[src/srap_pkg.sv]
// Shared constants for the four-wire serial register access port.
// Assumes a 100 MHz system clock on both ends.
package srap_pkg;

  localparam int FRAME_BITS = 40;
  localparam int DATA_BITS = 32;
  localparam int ADDR_BITS = 7;
  localparam int STAT_BITS = 8;
  localparam int CNT_BITS = 6;
  localparam logic [CNT_BITS-1:0] FRAME_CNT = 6'h28;

  // Frame layout
  localparam int WR_BIT_POS = 39;
  localparam int ADDR_MSB = 38;
  localparam int ADDR_LSB = 32;

  // Status byte layout
  localparam int ST_STOP_RIGHT = 7;
  localparam int ST_STOP_LEFT = 6;
  localparam int ST_POS_REACHED = 5;
  localparam int ST_VEL_REACHED = 4;
  localparam int ST_STANDSTILL = 3;
  localparam int ST_STALL = 2;
  localparam int ST_DRV_ERROR = 1;
  localparam int ST_RESET = 0;

  localparam logic [DATA_BITS-1:0] RET_RESET = 32'h0000_0000;
  localparam logic [STAT_BITS-1:0] STAT_RESET = 8'h00;

  // Timing
  localparam int CLK_PERIOD_NS = 10;
  localparam int SCLK_MIN_PERIOD_NS = 100;
  localparam int SCLK_HALF_CYC = (SCLK_MIN_PERIOD_NS + 2 * CLK_PERIOD_NS - 1)
                                 / (2 * CLK_PERIOD_NS) + 3;
  localparam int CS_HIGH_NS = 100;
  localparam int CS_HIGH_CYC = (CS_HIGH_NS + CLK_PERIOD_NS - 1) / CLK_PERIOD_NS;

  // Host command registers
  localparam logic [3:0] HREG_ADDR = 4'h0;
  localparam logic [3:0] HREG_WDATA = 4'h4;
  localparam logic [3:0] HREG_STATUS = 4'h8;
  localparam logic [3:0] HREG_RDATA = 4'hc;
  localparam int HST_BUSY = 0;
  localparam int HST_STAT_LSB = 8;

endpackage

[src/srap_if.sv]
// Four-wire link between the host end and the device end.
// The shared output line is pulled high while no device drives it.
interface srap_if;
  logic sclk;
  logic chip_select_n;
  logic serial_in;
  logic serial_out;
  logic serial_out_oe_n;
  logic serial_out_line;

  assign serial_out_line = serial_out_oe_n ? 1'b1 : serial_out;

  modport host (output sclk, output chip_select_n, output serial_in,
                input serial_out_line);
  modport dev (input sclk, input chip_select_n, input serial_in,
               output serial_out, output serial_out_oe_n);
endinterface

[src/srap_sync.sv]
// Two flip-flop synchroniser for a group of independent levels.
// Assumes each bit is a slow level; no word coherence is given.
module srap_sync #(
  parameter int WIDTH = 1
) (
  input wire logic clock,
  input wire logic rst_b,
  input wire logic [WIDTH-1:0] async_in,
  output logic [WIDTH-1:0] sync_out
);
  logic [WIDTH-1:0] meta_ff;

  always_ff @(posedge clock or negedge rst_b)
  begin
    if (!rst_b)
    begin
      meta_ff <= '0;
      sync_out <= '0;
    end
    else
    begin
      meta_ff <= async_in;
      sync_out <= meta_ff;
    end
  end
endmodule

[src/srap_dev.sv]
// Device end of the serial register access port.
// Assumes the register set sits behind the acc_* port and answers a read
// strobe with acc_rdata in the following cycle.
//
// Behaviour
// - Frames are 40 bits: address plus 32 data
// - Host keeps chip select low whole frame
// - Frame bit 39 set means write
// - Read data returns in the next frame
// - After a write, next frame echoes data
// - Read frame data bits are ignored
// - Status byte leads every returned frame
// - Status captured at access end, sent next
// - Bits 7..4: stops, position, velocity reached
// - Bit 3 standstill, bit 2 stall flag
// - Bit 1 driver error, bit 0 reset
// - Words right aligned, two's complement signed
// - Sample on rising, drive after falling, MSB first
// - Host gives at least 40 clocks
// - Extra bits pass through delayed 40 clocks
// - Chip select rise takes last 40 bits
// - Host bus clock at most 10 MHz
// - Clock mode 3, idle high
// - Asynchronous bus clock; minimum deselect time
// - All registers readable through this port
// - Strap selects serial port or UART
module srap_dev (
  input wire logic clock,
  input wire logic rst_b,
  srap_if.dev link,
  input wire logic uart_strap,
  input wire logic stop_right,
  input wire logic stop_left,
  input wire logic pos_reached,
  input wire logic vel_reached,
  input wire logic standstill,
  input wire logic stall_flag,
  input wire logic driver_error,
  input wire logic reset_flag,
  output logic acc_wr_ff,
  output logic acc_rd_ff,
  output logic [srap_pkg::ADDR_BITS-1:0] acc_addr_ff,
  output logic [srap_pkg::DATA_BITS-1:0] acc_wdata_ff,
  input wire logic [srap_pkg::DATA_BITS-1:0] acc_rdata,
  output logic port_active_ff
);

  ////////////////////////////////////////////////////////////////////////////
  // Pin synchronisation and edge detection

  logic [3:0] pins_raw;
  logic [3:0] pins_sync;
  logic sclk_s;
  logic cs_n_s;
  logic sdi_s;
  logic strap_s;
  logic sclk_d_ff;
  logic cs_n_d_ff;

  // Bus clock is asynchronous to the system clock, so it is only sampled.
  // Idle-high pins pass inverted so the synchroniser's reset value equals
  // their idle level and no false edge follows reset.
  assign pins_raw = {uart_strap, link.serial_in, ~link.chip_select_n, ~link.sclk};

  srap_sync #(
    .WIDTH(4)
  ) u_sync (
    .clock(clock),
    .rst_b(rst_b),
    .async_in(pins_raw),
    .sync_out(pins_sync)
  );

  assign sclk_s = ~pins_sync[0];
  assign cs_n_s = ~pins_sync[1];
  assign sdi_s = pins_sync[2];
  assign strap_s = pins_sync[3];

  always_ff @(posedge clock or negedge rst_b)
  begin
    if (!rst_b)
    begin
      sclk_d_ff <= 1'b1;
      cs_n_d_ff <= 1'b1;
    end
    else
    begin
      sclk_d_ff <= sclk_s;
      cs_n_d_ff <= cs_n_s;
    end
  end

  logic selected;
  logic sclk_rise;
  logic sclk_fall;
  logic cs_fall;
  logic cs_rise;

  // Mode 3: rising edge samples, falling edge drives
  assign selected = ~cs_n_s & port_active_ff;
  assign sclk_rise = sclk_s & ~sclk_d_ff & selected;
  assign sclk_fall = ~sclk_s & sclk_d_ff & selected;
  assign cs_fall = ~cs_n_s & cs_n_d_ff & port_active_ff;
  assign cs_rise = cs_n_s & ~cs_n_d_ff & port_active_ff;

  ////////////////////////////////////////////////////////////////////////////
  // Strap capture

  logic [1:0] strap_wait_ff;

  // The strap is caught once, on the third edge after reset: before that the
  // synchroniser still shows its reset value, not the pin
  always_ff @(posedge clock or negedge rst_b)
  begin
    if (!rst_b)
    begin
      strap_wait_ff <= 2'h0;
      port_active_ff <= 1'b0;
    end
    else if (strap_wait_ff != 2'h3)
    begin
      strap_wait_ff <= strap_wait_ff + 2'h1;
      if (strap_wait_ff == 2'h2)
      begin
        port_active_ff <= ~strap_s;
      end
    end
  end

  ////////////////////////////////////////////////////////////////////////////
  // Shift register and bit counter

  logic [srap_pkg::FRAME_BITS-1:0] shreg_ff;
  logic [srap_pkg::FRAME_BITS-1:0] nxt_shreg;
  logic [srap_pkg::CNT_BITS-1:0] bit_cnt_ff;
  logic [srap_pkg::CNT_BITS-1:0] nxt_bit_cnt;
  logic [srap_pkg::STAT_BITS-1:0] status_ff;
  logic [srap_pkg::DATA_BITS-1:0] ret_ff;
  logic cnt_full;

  assign cnt_full = (bit_cnt_ff == srap_pkg::FRAME_CNT);

  // Status leads, then returned data; the register keeps shifting after 40
  // bits so surplus input reappears 40 clocks later
  assign nxt_shreg = cs_fall ? {status_ff, ret_ff} :
                     sclk_rise ? {shreg_ff[srap_pkg::FRAME_BITS-2:0], sdi_s} :
                     shreg_ff;

  assign nxt_bit_cnt = cs_fall ? '0 :
                       (sclk_rise && !cnt_full) ? bit_cnt_ff + 1'b1 :
                       bit_cnt_ff;

  always_ff @(posedge clock or negedge rst_b)
  begin
    if (!rst_b)
    begin
      shreg_ff <= '0;
      bit_cnt_ff <= '0;
    end
    else
    begin
      shreg_ff <= nxt_shreg;
      bit_cnt_ff <= nxt_bit_cnt;
    end
  end

  ////////////////////////////////////////////////////////////////////////////
  // Serial output

  logic nxt_sdo;
  logic sdo_ff;
  logic sdo_oe_n_ff;

  // MSB first; first bit appears as soon as the frame opens
  assign nxt_sdo = cs_fall ? status_ff[srap_pkg::STAT_BITS-1] :
                   sclk_fall ? shreg_ff[srap_pkg::FRAME_BITS-1] :
                   sdo_ff;

  always_ff @(posedge clock or negedge rst_b)
  begin
    if (!rst_b)
    begin
      sdo_ff <= 1'b1;
      sdo_oe_n_ff <= 1'b1;
    end
    else
    begin
      sdo_ff <= nxt_sdo;
      sdo_oe_n_ff <= ~selected;
    end
  end

  assign link.serial_out = sdo_ff;
  assign link.serial_out_oe_n = sdo_oe_n_ff;

  ////////////////////////////////////////////////////////////////////////////
  // Command decode at chip select release

  logic frame_ok;
  logic frame_wr;
  logic [srap_pkg::STAT_BITS-1:0] live_status;
  logic rd_wait_ff;

  // Short frames are dropped; only the last 40 bits count
  assign frame_ok = cs_rise & cnt_full;
  assign frame_wr = shreg_ff[srap_pkg::WR_BIT_POS];

  always_comb
  begin
    live_status = '0;
    live_status[srap_pkg::ST_STOP_RIGHT] = stop_right;
    live_status[srap_pkg::ST_STOP_LEFT] = stop_left;
    live_status[srap_pkg::ST_POS_REACHED] = pos_reached;
    live_status[srap_pkg::ST_VEL_REACHED] = vel_reached;
    live_status[srap_pkg::ST_STANDSTILL] = standstill;
    live_status[srap_pkg::ST_STALL] = stall_flag;
    live_status[srap_pkg::ST_DRV_ERROR] = driver_error;
    live_status[srap_pkg::ST_RESET] = reset_flag;
  end

  always_ff @(posedge clock or negedge rst_b)
  begin
    if (!rst_b)
    begin
      acc_wr_ff <= 1'b0;
      acc_rd_ff <= 1'b0;
      acc_addr_ff <= '0;
      acc_wdata_ff <= '0;
    end
    else
    begin
      // A read frame carries dummy data, so no write strobe for it
      acc_wr_ff <= frame_ok & frame_wr;
      acc_rd_ff <= frame_ok & ~frame_wr;
      if (frame_ok)
      begin
        acc_addr_ff <= shreg_ff[srap_pkg::ADDR_MSB:srap_pkg::ADDR_LSB];
        acc_wdata_ff <= shreg_ff[srap_pkg::DATA_BITS-1:0];
      end
    end
  end

  // Returned word: read data or echoed write data, loaded before the next
  // frame opens; the minimum deselect time covers the read latency
  always_ff @(posedge clock or negedge rst_b)
  begin
    if (!rst_b)
    begin
      status_ff <= srap_pkg::STAT_RESET;
      ret_ff <= srap_pkg::RET_RESET;
      rd_wait_ff <= 1'b0;
    end
    else
    begin
      rd_wait_ff <= acc_rd_ff;
      if (cs_rise)
      begin
        status_ff <= live_status;
      end
      if (frame_ok && frame_wr)
      begin
        ret_ff <= shreg_ff[srap_pkg::DATA_BITS-1:0];
      end
      else if (rd_wait_ff)
      begin
        ret_ff <= acc_rdata;
      end
    end
  end

endmodule

[src/flat_wrapper.sv]
// flat-port wrapper written by rule: the top's interface ports become plain ports
module srap_dev_flat 
  (clock, rst_b, uart_strap, stop_right, stop_left, pos_reached, vel_reached, standstill, stall_flag, driver_error, reset_flag, acc_wr_ff, acc_rd_ff, acc_addr_ff, acc_wdata_ff, acc_rdata, port_active_ff, link_sclk, link_chip_select_n, link_serial_in, link_serial_out, link_serial_out_oe_n);
  srap_if link_i ();
  input wire logic clock;
  input wire logic rst_b;
  input wire logic uart_strap;
  input wire logic stop_right;
  input wire logic stop_left;
  input wire logic pos_reached;
  input wire logic vel_reached;
  input wire logic standstill;
  input wire logic stall_flag;
  input wire logic driver_error;
  input wire logic reset_flag;
  output logic acc_wr_ff;
  output logic acc_rd_ff;
  output logic [srap_pkg::ADDR_BITS-1:0] acc_addr_ff;
  output logic [srap_pkg::DATA_BITS-1:0] acc_wdata_ff;
  input wire logic [srap_pkg::DATA_BITS-1:0] acc_rdata;
  output logic port_active_ff;
  input wire logic [$bits(link_i.sclk)-1:0] link_sclk;
  input wire logic [$bits(link_i.chip_select_n)-1:0] link_chip_select_n;
  input wire logic [$bits(link_i.serial_in)-1:0] link_serial_in;
  output wire logic [$bits(link_i.serial_out)-1:0] link_serial_out;
  output wire logic [$bits(link_i.serial_out_oe_n)-1:0] link_serial_out_oe_n;
  assign link_i.sclk = link_sclk;
  assign link_i.chip_select_n = link_chip_select_n;
  assign link_i.serial_in = link_serial_in;
  assign link_serial_out = link_i.serial_out;
  assign link_serial_out_oe_n = link_i.serial_out_oe_n;
  srap_dev u_core (.clock(clock), .rst_b(rst_b), .link(link_i), .uart_strap(uart_strap), .stop_right(stop_right), .stop_left(stop_left), .pos_reached(pos_reached), .vel_reached(vel_reached), .standstill(standstill), .stall_flag(stall_flag), .driver_error(driver_error), .reset_flag(reset_flag), .acc_wr_ff(acc_wr_ff), .acc_rd_ff(acc_rd_ff), .acc_addr_ff(acc_addr_ff), .acc_wdata_ff(acc_wdata_ff), .acc_rdata(acc_rdata), .port_active_ff(port_active_ff));
endmodule
[config.mk]
export PLATFORM = sky130hd
export DESIGN_NAME = srap_dev_flat
export DESIGN_NICKNAME = d
export VERILOG_FILES = /design/src/srap_pkg.sv /design/src/srap_if.sv /design/src/srap_sync.sv /design/src/srap_dev.sv /design/src/flat_wrapper.sv
export SDC_FILE = /design/constraint.sdc
export NUM_CORES = 1
export LEC_CHECK = 0
export BUFFER_PORTS_ARGS = -buffer_cell sky130_fd_sc_hd__buf_4
export CORE_ASPECT_RATIO = 1.5
export CORE_MARGIN = 4
export CORE_UTILIZATION = 55
export DETAILED_ROUTE_END_ITERATION = 10
export GPL_ROUTABILITY_DRIVEN = 0
export GPL_TIMING_DRIVEN = 0
export PLACE_DENSITY_LB_ADDON = 0.15
export SYNTH_ARGS = -nofsm -noshare
export SYNTH_HDL_FRONTEND = slang
export SYNTH_SLANG_ARGS = --single-unit
[constraint.sdc]
create_clock -name clock -period 2.3 [get_ports clock]
set_input_delay 0.345 -clock clock [delete_from_list [all_inputs] [get_ports clock]]
set_output_delay 0.345 -clock clock [all_outputs]
set_load 0.02 [all_outputs]
; Yosys cells after proc, flatten, opt, wreduce, memory -nomap -nowiden
; Index checks and enable logic that the tools add are counted.
[word_totals]
reg_bits = 143
latch_bits = 0
ram_bits = 0
rom_bits = 0
memories = 0
[classes]
addsub = 2
n_mul = 0
n_div = 0
magnitude_cmp = 0
eq_ne = 3
shifts = 0
muxes = 8
bitwise_logic = 21
n_reduce_logical = 8
[op_table]
columns = operator, n
row1 = 2-to-1 mux 40 bit, 2
row2 = 2-to-1 mux 32 bit, 2
row3 = bitwise AND 1 bit, 12
row4 = 2-to-1 mux 6 bit, 2
row5 = inverter 1 bit, 9
row6 = nonzero test 2 bit, 4
row7 = "adder 6 x 1 -> 6 bit, second input constant", 1
row8 = "== test 6 bit, second input constant", 1
row9 = "adder 2 x 1 -> 2 bit, second input constant", 1
row10 = "== test 2 bit, second input constant", 1
row11 = logical AND 1 bit, 2
row12 = 2-to-1 mux 1 bit, 2
row13 = "!= test 2 bit, second input constant", 1
row14 = AND reduction 2 bit, 1
row15 = zero test 1 bit, 1

; Logic depth before layout (Yosys ltp)
; Gate-level depths: netlist of the first run.
[logic_depth]
depth_word = 6
ltp_mapped = 7

; By module
; A second synthesis of the first run with hierarchy kept.
[hier_totals]
cells_unflattened = 501
hier_area_um2 = 6184.7
[by_module_without_submodules]
columns = mod, instances, cells_per_inst, area_per_inst_um2
row1 = srap_dev, 1, 493, 5984.5
row2 = srap_sync, 1, 8, 200.2

; Worst setup path before layout of the first run
; No wires, ideal clock.
[synth_timing]
kind = register to register
from = register u_core.bit_cnt_ff[0] (netlist name)
to = register u_core.ret_ff[10] (netlist name)
setup_ns = 0.125
t_arrival_ns = 1.536
required_time_ns = 2.175
setup_slack_ns = 0.639
path_stages_with_launch = 7
path_buffers = 1
synth_period_minus_slack_ns = 1.661
cell_sequence = dfrtp_1 -> inv_1 -> ha_1 -> and4b_1 -> nand3_1 -> buf_2 -> mux2_2
[synth_between]
elab_chain_cells = 4
word_cells_on_any_way = 5
classes_between = eq/ne (1) / mux (1) / bitwise (1) / reduce/logical (2)
[synth_rtl]
columns = item, line
row1 = "start, declared", srap_dev.sv:135  ; logic [srap_pkg::CNT_BITS-1:0] bit_cnt_ff;
row2 = "start signal, assigned", srap_dev.sv:163  ; bit_cnt_ff <= nxt_bit_cnt;
row3 = == test 6 bit *, srap_dev.sv:141  ; assign cnt_full = (bit_cnt_ff == srap_pkg::FRAME_CNT);
row4 = bitwise AND 1 bit *, srap_dev.sv:205  ; assign frame_ok = cs_rise & cnt_full;
row5 = logical AND 1 bit *, srap_dev.sv:260  ; if (frame_ok && frame_wr)
row6 = 2-to-1 mux 32 bit or nonzero test 2 bit (tied branches), n/a
row7 = "end signal, assigned", srap_dev.sv:250  ; ret_ff <= srap_pkg::RET_RESET;
row8 = "end signal, assigned", srap_dev.sv:262  ; ret_ff <= shreg_ff[srap_pkg::DATA_BITS-1:0];
row9 = "end signal, assigned", srap_dev.sv:266  ; ret_ff <= acc_rdata;
row10 = "end, declared", srap_dev.sv:138  ; logic [srap_pkg::DATA_BITS-1:0] ret_ff;
; Every way passes the cells marked *; elsewhere a longest branch is shown, timed or not.
; A chain may end at the register's enable or synchronous reset.

; Worst setup path after layout of the first run
[layout_timing]
from = register u_core.bit_cnt_ff[0] (netlist name)
to = register u_core.ret_ff[17] (netlist name)
; Same word-level chain as after synthesis.

==> results of run 1 <==
## layout make-up
class	count	area, µm²
fillers	808	3148
inverters	8	30.03
flip-flops and latches	143	3583
clock buffers	27	513.0
well taps	144	180.2
clock inverters	5	77.57
repair buffers	91	709.4
multi-input cells	318	2313
plain buffers	33	150.1
## through the flow
step                total power [µW]  utilization [%]  hold WS, ns  worst slack [ns]  cells
global route                    6225            70.59      0.02837            0.2614    769
finish                          5994            70.59      0.04310            0.3671    769
floorplan                       3106                -      0.04941            0.6390    502
global placement                3303            64.69       0.3323            0.3114    735
detailed placement              3337            64.98       0.3379            0.3719    736
CTS                             6047            70.59      0.02837            0.3609    769
## logic make-up after synthesis
| family | count (synthesis) | synth area share [%] |
|---|---|---|
| and+or+nand+nor | 144 | 10.40 |
| DFF | 143 | 58.97 |
| muxes | 114 | 21.06 |
| AOI/OAI and AO/OA | 55 | 5.641 |
| buffers and inverters | 41 | 2.965 |
| adders and majority gates | 4 | 0.8236 |
| xor gates and xnor gates | 1 | 0.1441 |
## Yosys cell counts (all sizes together) (4+ instances only)
cell      n
dfrtp   139
ha        4
inv       8
clkbuf   14
o21ai     5
buf      19
dfstp     4
nor2     40
mux2    111
a31oi    39
nand2    86
a21oi     4
## sequential cells by signal, indices dropped and copies added, names as in the netlist, 2 cells and up
signal	flops
u_core.acc_wdata_ff	32
u_core.ret_ff	32
u_core.bit_cnt_ff	6
u_core.shreg_ff	40
u_core.u_sync.sync_out	4
u_core.status_ff	8
u_core.acc_addr_ff	7
u_core.strap_wait_ff	2
u_core.u_sync.meta_ff	4
## timing repair
item	4_1_cts	5_1_grt
hold endpoints to repair	61	0
hold buffers	1	0
setup buffers	0	0
## metal layers
metal / share of wire, % / vias up / GRT usage, %
met4: 1.5 / 0 / 7.550
met5: 0 / - / 0
li1: - / 1976 / -
met2: 54 / 93 / 37.14
met3: 3.9 / 18 / 4.785
met1: 41 / 2127 / 25.29
## report_power, final
group	leakage, µW	internal (µW)	switching [µW]
combinational	0.00172	201	214
sequential	0.00185	2710	176
clock	0.000288	1740	959
## critical path, cell delays in order, from the launching register on
cell                      delay (ns)
sky130_fd_sc_hd__dfrtp_1        0.39
sky130_fd_sc_hd__inv_1          0.08
sky130_fd_sc_hd__ha_1           0.21
sky130_fd_sc_hd__and4b_1        0.23
sky130_fd_sc_hd__nand3_1        0.21
sky130_fd_sc_hd__buf_2          0.33
sky130_fd_sc_hd__mux2_2         0.37
## path summary, 6_finish.rpt
path / depth (start not counted) / to / startpoint / slack, ns
worst max-delay path: 6 / u_core.ret_ff[17] / u_core.bit_cnt_ff[0] / 0.37
worst min-delay path: 1 / u_core.u_sync.meta_ff[3] / uart_strap / 0.04
worst max register to register: 6 / u_core.ret_ff[17] / u_core.bit_cnt_ff[0] / 0.37
worst min register to register: 0 / u_core.u_sync.sync_out[1] / u_core.u_sync.meta_ff[1] / 0.35
max in group asynchronous: 3 / u_core.bit_cnt_ff[3] / rst_b / 1.03
min in group asynchronous: 2 / u_core.acc_wdata_ff[13] / rst_b / 0.48
==> flow_metrics.py, run 1 <==
metrics = {
    "cts": {
        "clk_pin_slew_ns": 0.05,
        "ctsLongestPathBuffers": 2,
        "clock-sinks": 143,
        "clock_tree.htree_level_count": 4,
        "root_buf_cell": "sky130_fd_sc_hd__clkbuf_16",
        "post_cts_resize_count": 0,
        "cts_tree": "built",
        "worstSkewPairLatency_ns": 0.41,
        "cts_inserted_buffers": 17,
    },
    "sta": {
        "worst_slew_pin_tran_ns": 0.7511,
        "final_hold_viol_count": 0,
        "tns_ns": 0,
        "final.period_utilization_pct": 84.04,
        "timing.final.max_slew_violations": 0,
        "achievable-frequency_mhz": 517.4,
        "period_needed_ns": 1.933,
        "slew_headroom_pct": 49.70,
        "rsz_0062_raised_after_global_routing": "false",
        "skew_ns": 0.008919,
        "report.final.setup_viol": 0,
    },
    "grt": {
        "antenna_found_initial": 0,
        "grt_start_max_net_pins": 79,
        "overflow": 0,
        "grt_pass1_wl_mm": 21.10,
        "track_usage_pct": 21.13,
        "first_global_vias": 4460,
    },
    "floorplan": {
        "core-area_um2": 10710,
        "area_of_the_die_um2": 12830,
        "placementRows": 46,
        "floorplan.die.height_um": 136.7,
        "floorplan.io_pins": 90,
        "die_x_um": 93.83,
        "start_util_pct": 56.77,
    },
    "route": {
        "initialDrtViolationCount": 169,
        "route.vias.total": 4214,
        "post_drt_wl_per_cell_um": 16.48,
        "drc": 0,
        "final_antenna_violating_net_count": 0,
        "drt_first_pass_iters": 5,
        "avgViaCountPerCell": 5.480,
        "final_wl_mm": 12.67,
    },
    "layout": {
        "mostFrequentLayoutCell": "sky130_fd_sc_hd__dfrtp_1",
        "syn_to_final_growth_pct": 24.36,
        "layout.cells.most_common_list": "sky130_fd_sc_hd__dfrtp_1, sky130_fd_sc_hd__mux2_2, sky130_fd_sc_hd__buf_4",
        "finalInstanceArea_um2": 7557,
        "number_of_nets_in_the_final_layout": 662,
        "antenna_cells": 0,
        "post_route_cells_drive_above_1_share_pct": 39.04,
    },
    "setup_path": {
        "required_time_worst_endpoint_ns": 2.59,
        "critPathLaunchType": "flip-flop",
        "crit_path_end_kind": "flip-flop",
        "timing.critical_path.fanout_max": 10,
        "timing_worst_setup_path_type": "flip-flop to flip-flop",
        "worst-endpoint-arrival_ns": 2.22,
    },
    "yosys": {
        "postSynth.topFlopCell": "sky130_fd_sc_hd__dfrtp_1",
        "number_of_synthesis_warnings": 0,
        "synthesis.instances": 502,
        "synth-edff-count": 0,
        "synth.lib_cells_used.distinct": 36,
        "ys_async_sr_fraction_pct": 100.0,
        "synthesis.area_per_instance_um2": 12.11,
        "synth.yosys.seq_area_share_pct": 58.97,
        "yosys.area.top_type": "sky130_fd_sc_hd__dfrtp_1",
        "synth.cell_area_um2": 6077,
        "synth_largest_type_area_fraction_pct": 57.24,
        "synth.top_cells.by_area": "sky130_fd_sc_hd__dfrtp_1, sky130_fd_sc_hd__mux2_2, sky130_fd_sc_hd__nand2_1",
        "synth.ff_latch_count": 143,
        "syn_nets": 552,
    },
    "placement": {
        "buffer_ports.inserted": 89,
        "placedInstanceArea_um2": 6957,
        "final_hpwl_from_detailed_placement_mm": 8.591,
    },
    "power": {
        "max-vdd-ir-drop_mv": 0.4513,
        "total_leakage_power_uw": 0.003863,
        "power_density_nw_per_um2": 793.2,
    },
    "worst_hold_path": {
        "timing.hold.worst.class": "primary input to flip-flop",
    },
    "run": {
        "max-cap-violations": 0,
    },
    "run_status": {
        "run_status": "complete, no violations",
    },
}
No activity file was read; power rests on OpenSTA's default activity.
==> inputs of run 2 (changes only) <==
==> constraint.sdc (replaced) <==
create_clock -name clock -period 2 [get_ports clock]
set_input_delay 0.3 -clock clock [delete_from_list [all_inputs] [get_ports clock]]
set_output_delay 0.3 -clock clock [all_outputs]
set_load 0.02 [all_outputs]
==> run 2 against run 1 <==
Against the previous run: die area is the same; design area grew 0.31%; core utilization grew 0.22 points; combinational power up 16%; sequential power increased by 15%; setup slack got worse by 0.30 ns; sequential share of layout area is 0.15 points lower; final cell count rose by 0.26%; critical path depth unchanged; clock skew shrank 0.0028 ns; critical path type unchanged; largest cell class unchanged; largest power group unchanged.
==> flow_metrics.py, run 2 (synthesized netlist as in run 1, its figures left out) <==
metrics = {
    "setup_path": {
        "timing.critical_path.fanout_max": 10,
        "crit-reg2reg-launch": "u_core.bit_cnt_ff[0]",
        "crit_path_end_kind": "flip-flop",
        "crit_path_start": "u_core.bit_cnt_ff[0]",
        "required_time_worst_endpoint_ns": 2.29,
        "worst-endpoint-arrival_ns": 2.22,
        "timing_worst_setup_path_type": "flip-flop to flip-flop",
        "critPathLaunchType": "flip-flop",
    },
    "placement": {
        "buffer_ports.inserted": 89,
        "dp_worst_setup_slack_ns": 0.07194,
        "final_hpwl_from_detailed_placement_mm": 8.591,
        "numPlacedInstances": 736,
        "placedInstanceArea_um2": 6957,
    },
    "route": {
        "post_drt_wl_per_cell_um": 16.51,
        "avgViaCountPerCell": 5.432,
        "drc": 0,
        "route.vias.total": 4188,
        "final_antenna_violating_net_count": 0,
        "drt_first_pass_iters": 4,
        "final_wl_mm": 12.73,
        "initialDrtViolationCount": 154,
    },
    "layout": {
        "layout.cells.most_common_list": "sky130_fd_sc_hd__dfrtp_1, sky130_fd_sc_hd__mux2_2, sky130_fd_sc_hd__buf_4",
        "post_layout_nonfiller_instances": 771,
        "post_route_cells_drive_above_1_share_pct": 39.39,
        "syn_to_final_growth_pct": 24.75,
        "multiInputGateArea_um2": 2313,
        "largest_register_ff_count": 40,
        "antenna_cells": 0,
        "fillerInstances": 804,
        "number_of_nets_in_the_final_layout": 664,
        "mostFrequentLayoutCell": "sky130_fd_sc_hd__dfrtp_1",
        "layout.core_utilization_pct": 70.82,
        "max_flop_register": "u_core.shreg_ff",
        "top_regs": "u_core.shreg_ff x40, u_core.acc_wdata_ff x32, u_core.ret_ff x32",
        "ff_latch_area_um2": 3583,
        "finalInstanceArea_um2": 7581,
    },
    "sta": {
        "rsz_0062_raised_after_global_routing": "true",
        "timing.final.max_slew_violations": 0,
        "slew_headroom_pct": 49.78,
        "final.period_utilization_pct": 96.57,
        "final_hold_viol_count": 0,
        "worst_slack_ns": 0.06862,
        "report.final.setup_viol": 0,
        "period_needed_ns": 1.931,
        "skew_ns": 0.006149,
        "achievable-frequency_mhz": 517.8,
        "worst_slew_pin_tran_ns": 0.7500,
    },
    "power": {
        "power_density_nw_per_um2": 909.6,
        "total_leakage_power_uw": 0.003879,
        "max-vdd-ir-drop_mv": 0.5157,
        "fin_total_pwr_uw": 6895,
    },
    "cts": {
        "cts_tree": "built",
        "worstSkewPairLatency_ns": 0.41,
        "clock_tree.htree_level_count": 4,
        "ctsLongestPathBuffers": 2,
        "clk_pin_slew_ns": 0.06,
        "clock-sinks": 143,
        "post_cts.repair.setup_buffers": 0,
        "root_buf_cell": "sky130_fd_sc_hd__clkbuf_16",
        "cts_inserted_buffers": 17,
    },
    "floorplan": {
        "core-area_um2": 10710,
        "floorplan.io_pins": 90,
        "start_util_pct": 56.77,
        "die_x_um": 93.83,
        "area_of_the_die_um2": 12830,
        "floorplan.die.height_um": 136.7,
        "placementRows": 46,
    },
    "worst_hold_path": {
        "hold_path.startpoint": "link_sclk",
        "timing.hold.worst.class": "primary input to flip-flop",
    },
    "grt": {
        "grt_pass1_wl_mm": 21.20,
        "grt_start_max_net_pins": 79,
        "track_usage_pct": 21.22,
        "first_global_vias": 4475,
        "antenna_found_initial": 0,
        "overflow": 0,
    },
    "run_status": {
        "run_status": "complete, no violations",
    },
    "run": {
        "max-cap-violations": 0,
    },
}
==> run 2: path summary, 6_finish.rpt <==
check,end,slack [ns],depth (start not counted)
min,u_core.u_sync.meta_ff[0],0.02,2
min in group asynchronous,u_core.acc_wdata_ff[13],0.45,2
min reg2reg,u_core.u_sync.sync_out[1],0.35,0
max reg2reg,u_core.ret_ff[17],0.07,6
max in group asynchronous,u_core.bit_cnt_ff[3],0.77,3
max,u_core.ret_ff[17],0.07,6
==> run 2: timing repair <==
item                                    CTS  global route
gates resized for setup                   0             6
endpoints found under the hold margin    63             0
endpoints found under the setup margin    0            32
hold buffers                              3             0
==> run 2: through the flow <==
step / hold slack (ns) / setup TNS, ns
6_report: 0.02376 / 0
3_3_place_gp: 0.3323 / 0
2_1_floorplan: 0.004409 / 0
5_1_grt: 0.02788 / -0.1485
3_5_place_dp: 0.3351 / 0
4_1_cts: 0.008937 / 0
==> run 2: power by group <==
part / internal (µW) / total [µW] / leakage [µW] / switching [µW]
Sequential: 3110 / 3310 / 0.00185 / 202
Clock: 2000 / 3100 / 0.000288 / 1100
Combinational: 234 / 480 / 0.00174 / 246
==> run 2: per-layer routing <==
layer,GRT usage [%],up-vias,routed length (µm)
met2,37.34,90,6953
met4,7.550,0,112
met5,0,-,0
met1,25.36,2113,5186
met3,4.840,11,476
li1,-,1974,-
==> run 2: critical path, stage by stage (launching register included) <==
cell and delay [ns]:
sky130_fd_sc_hd__dfrtp_1 0.39, sky130_fd_sc_hd__inv_1 0.08, sky130_fd_sc_hd__ha_1 0.21, sky130_fd_sc_hd__and4b_1 0.22, sky130_fd_sc_hd__nand3_1 0.21, sky130_fd_sc_hd__buf_2 0.33
sky130_fd_sc_hd__mux2_2 0.37
==> run 2: layout make-up <==
class | count | area share, %
sequential | 143 | 47.27
multi-input combinational | 318 | 30.52
timing repair buffer | 93 | 9.622
clock buffer | 27 | 6.767
tap | 144 | 2.377
buffer | 33 | 2.030
clock inverter | 5 | 1.023
inverter | 8 | 0.3961
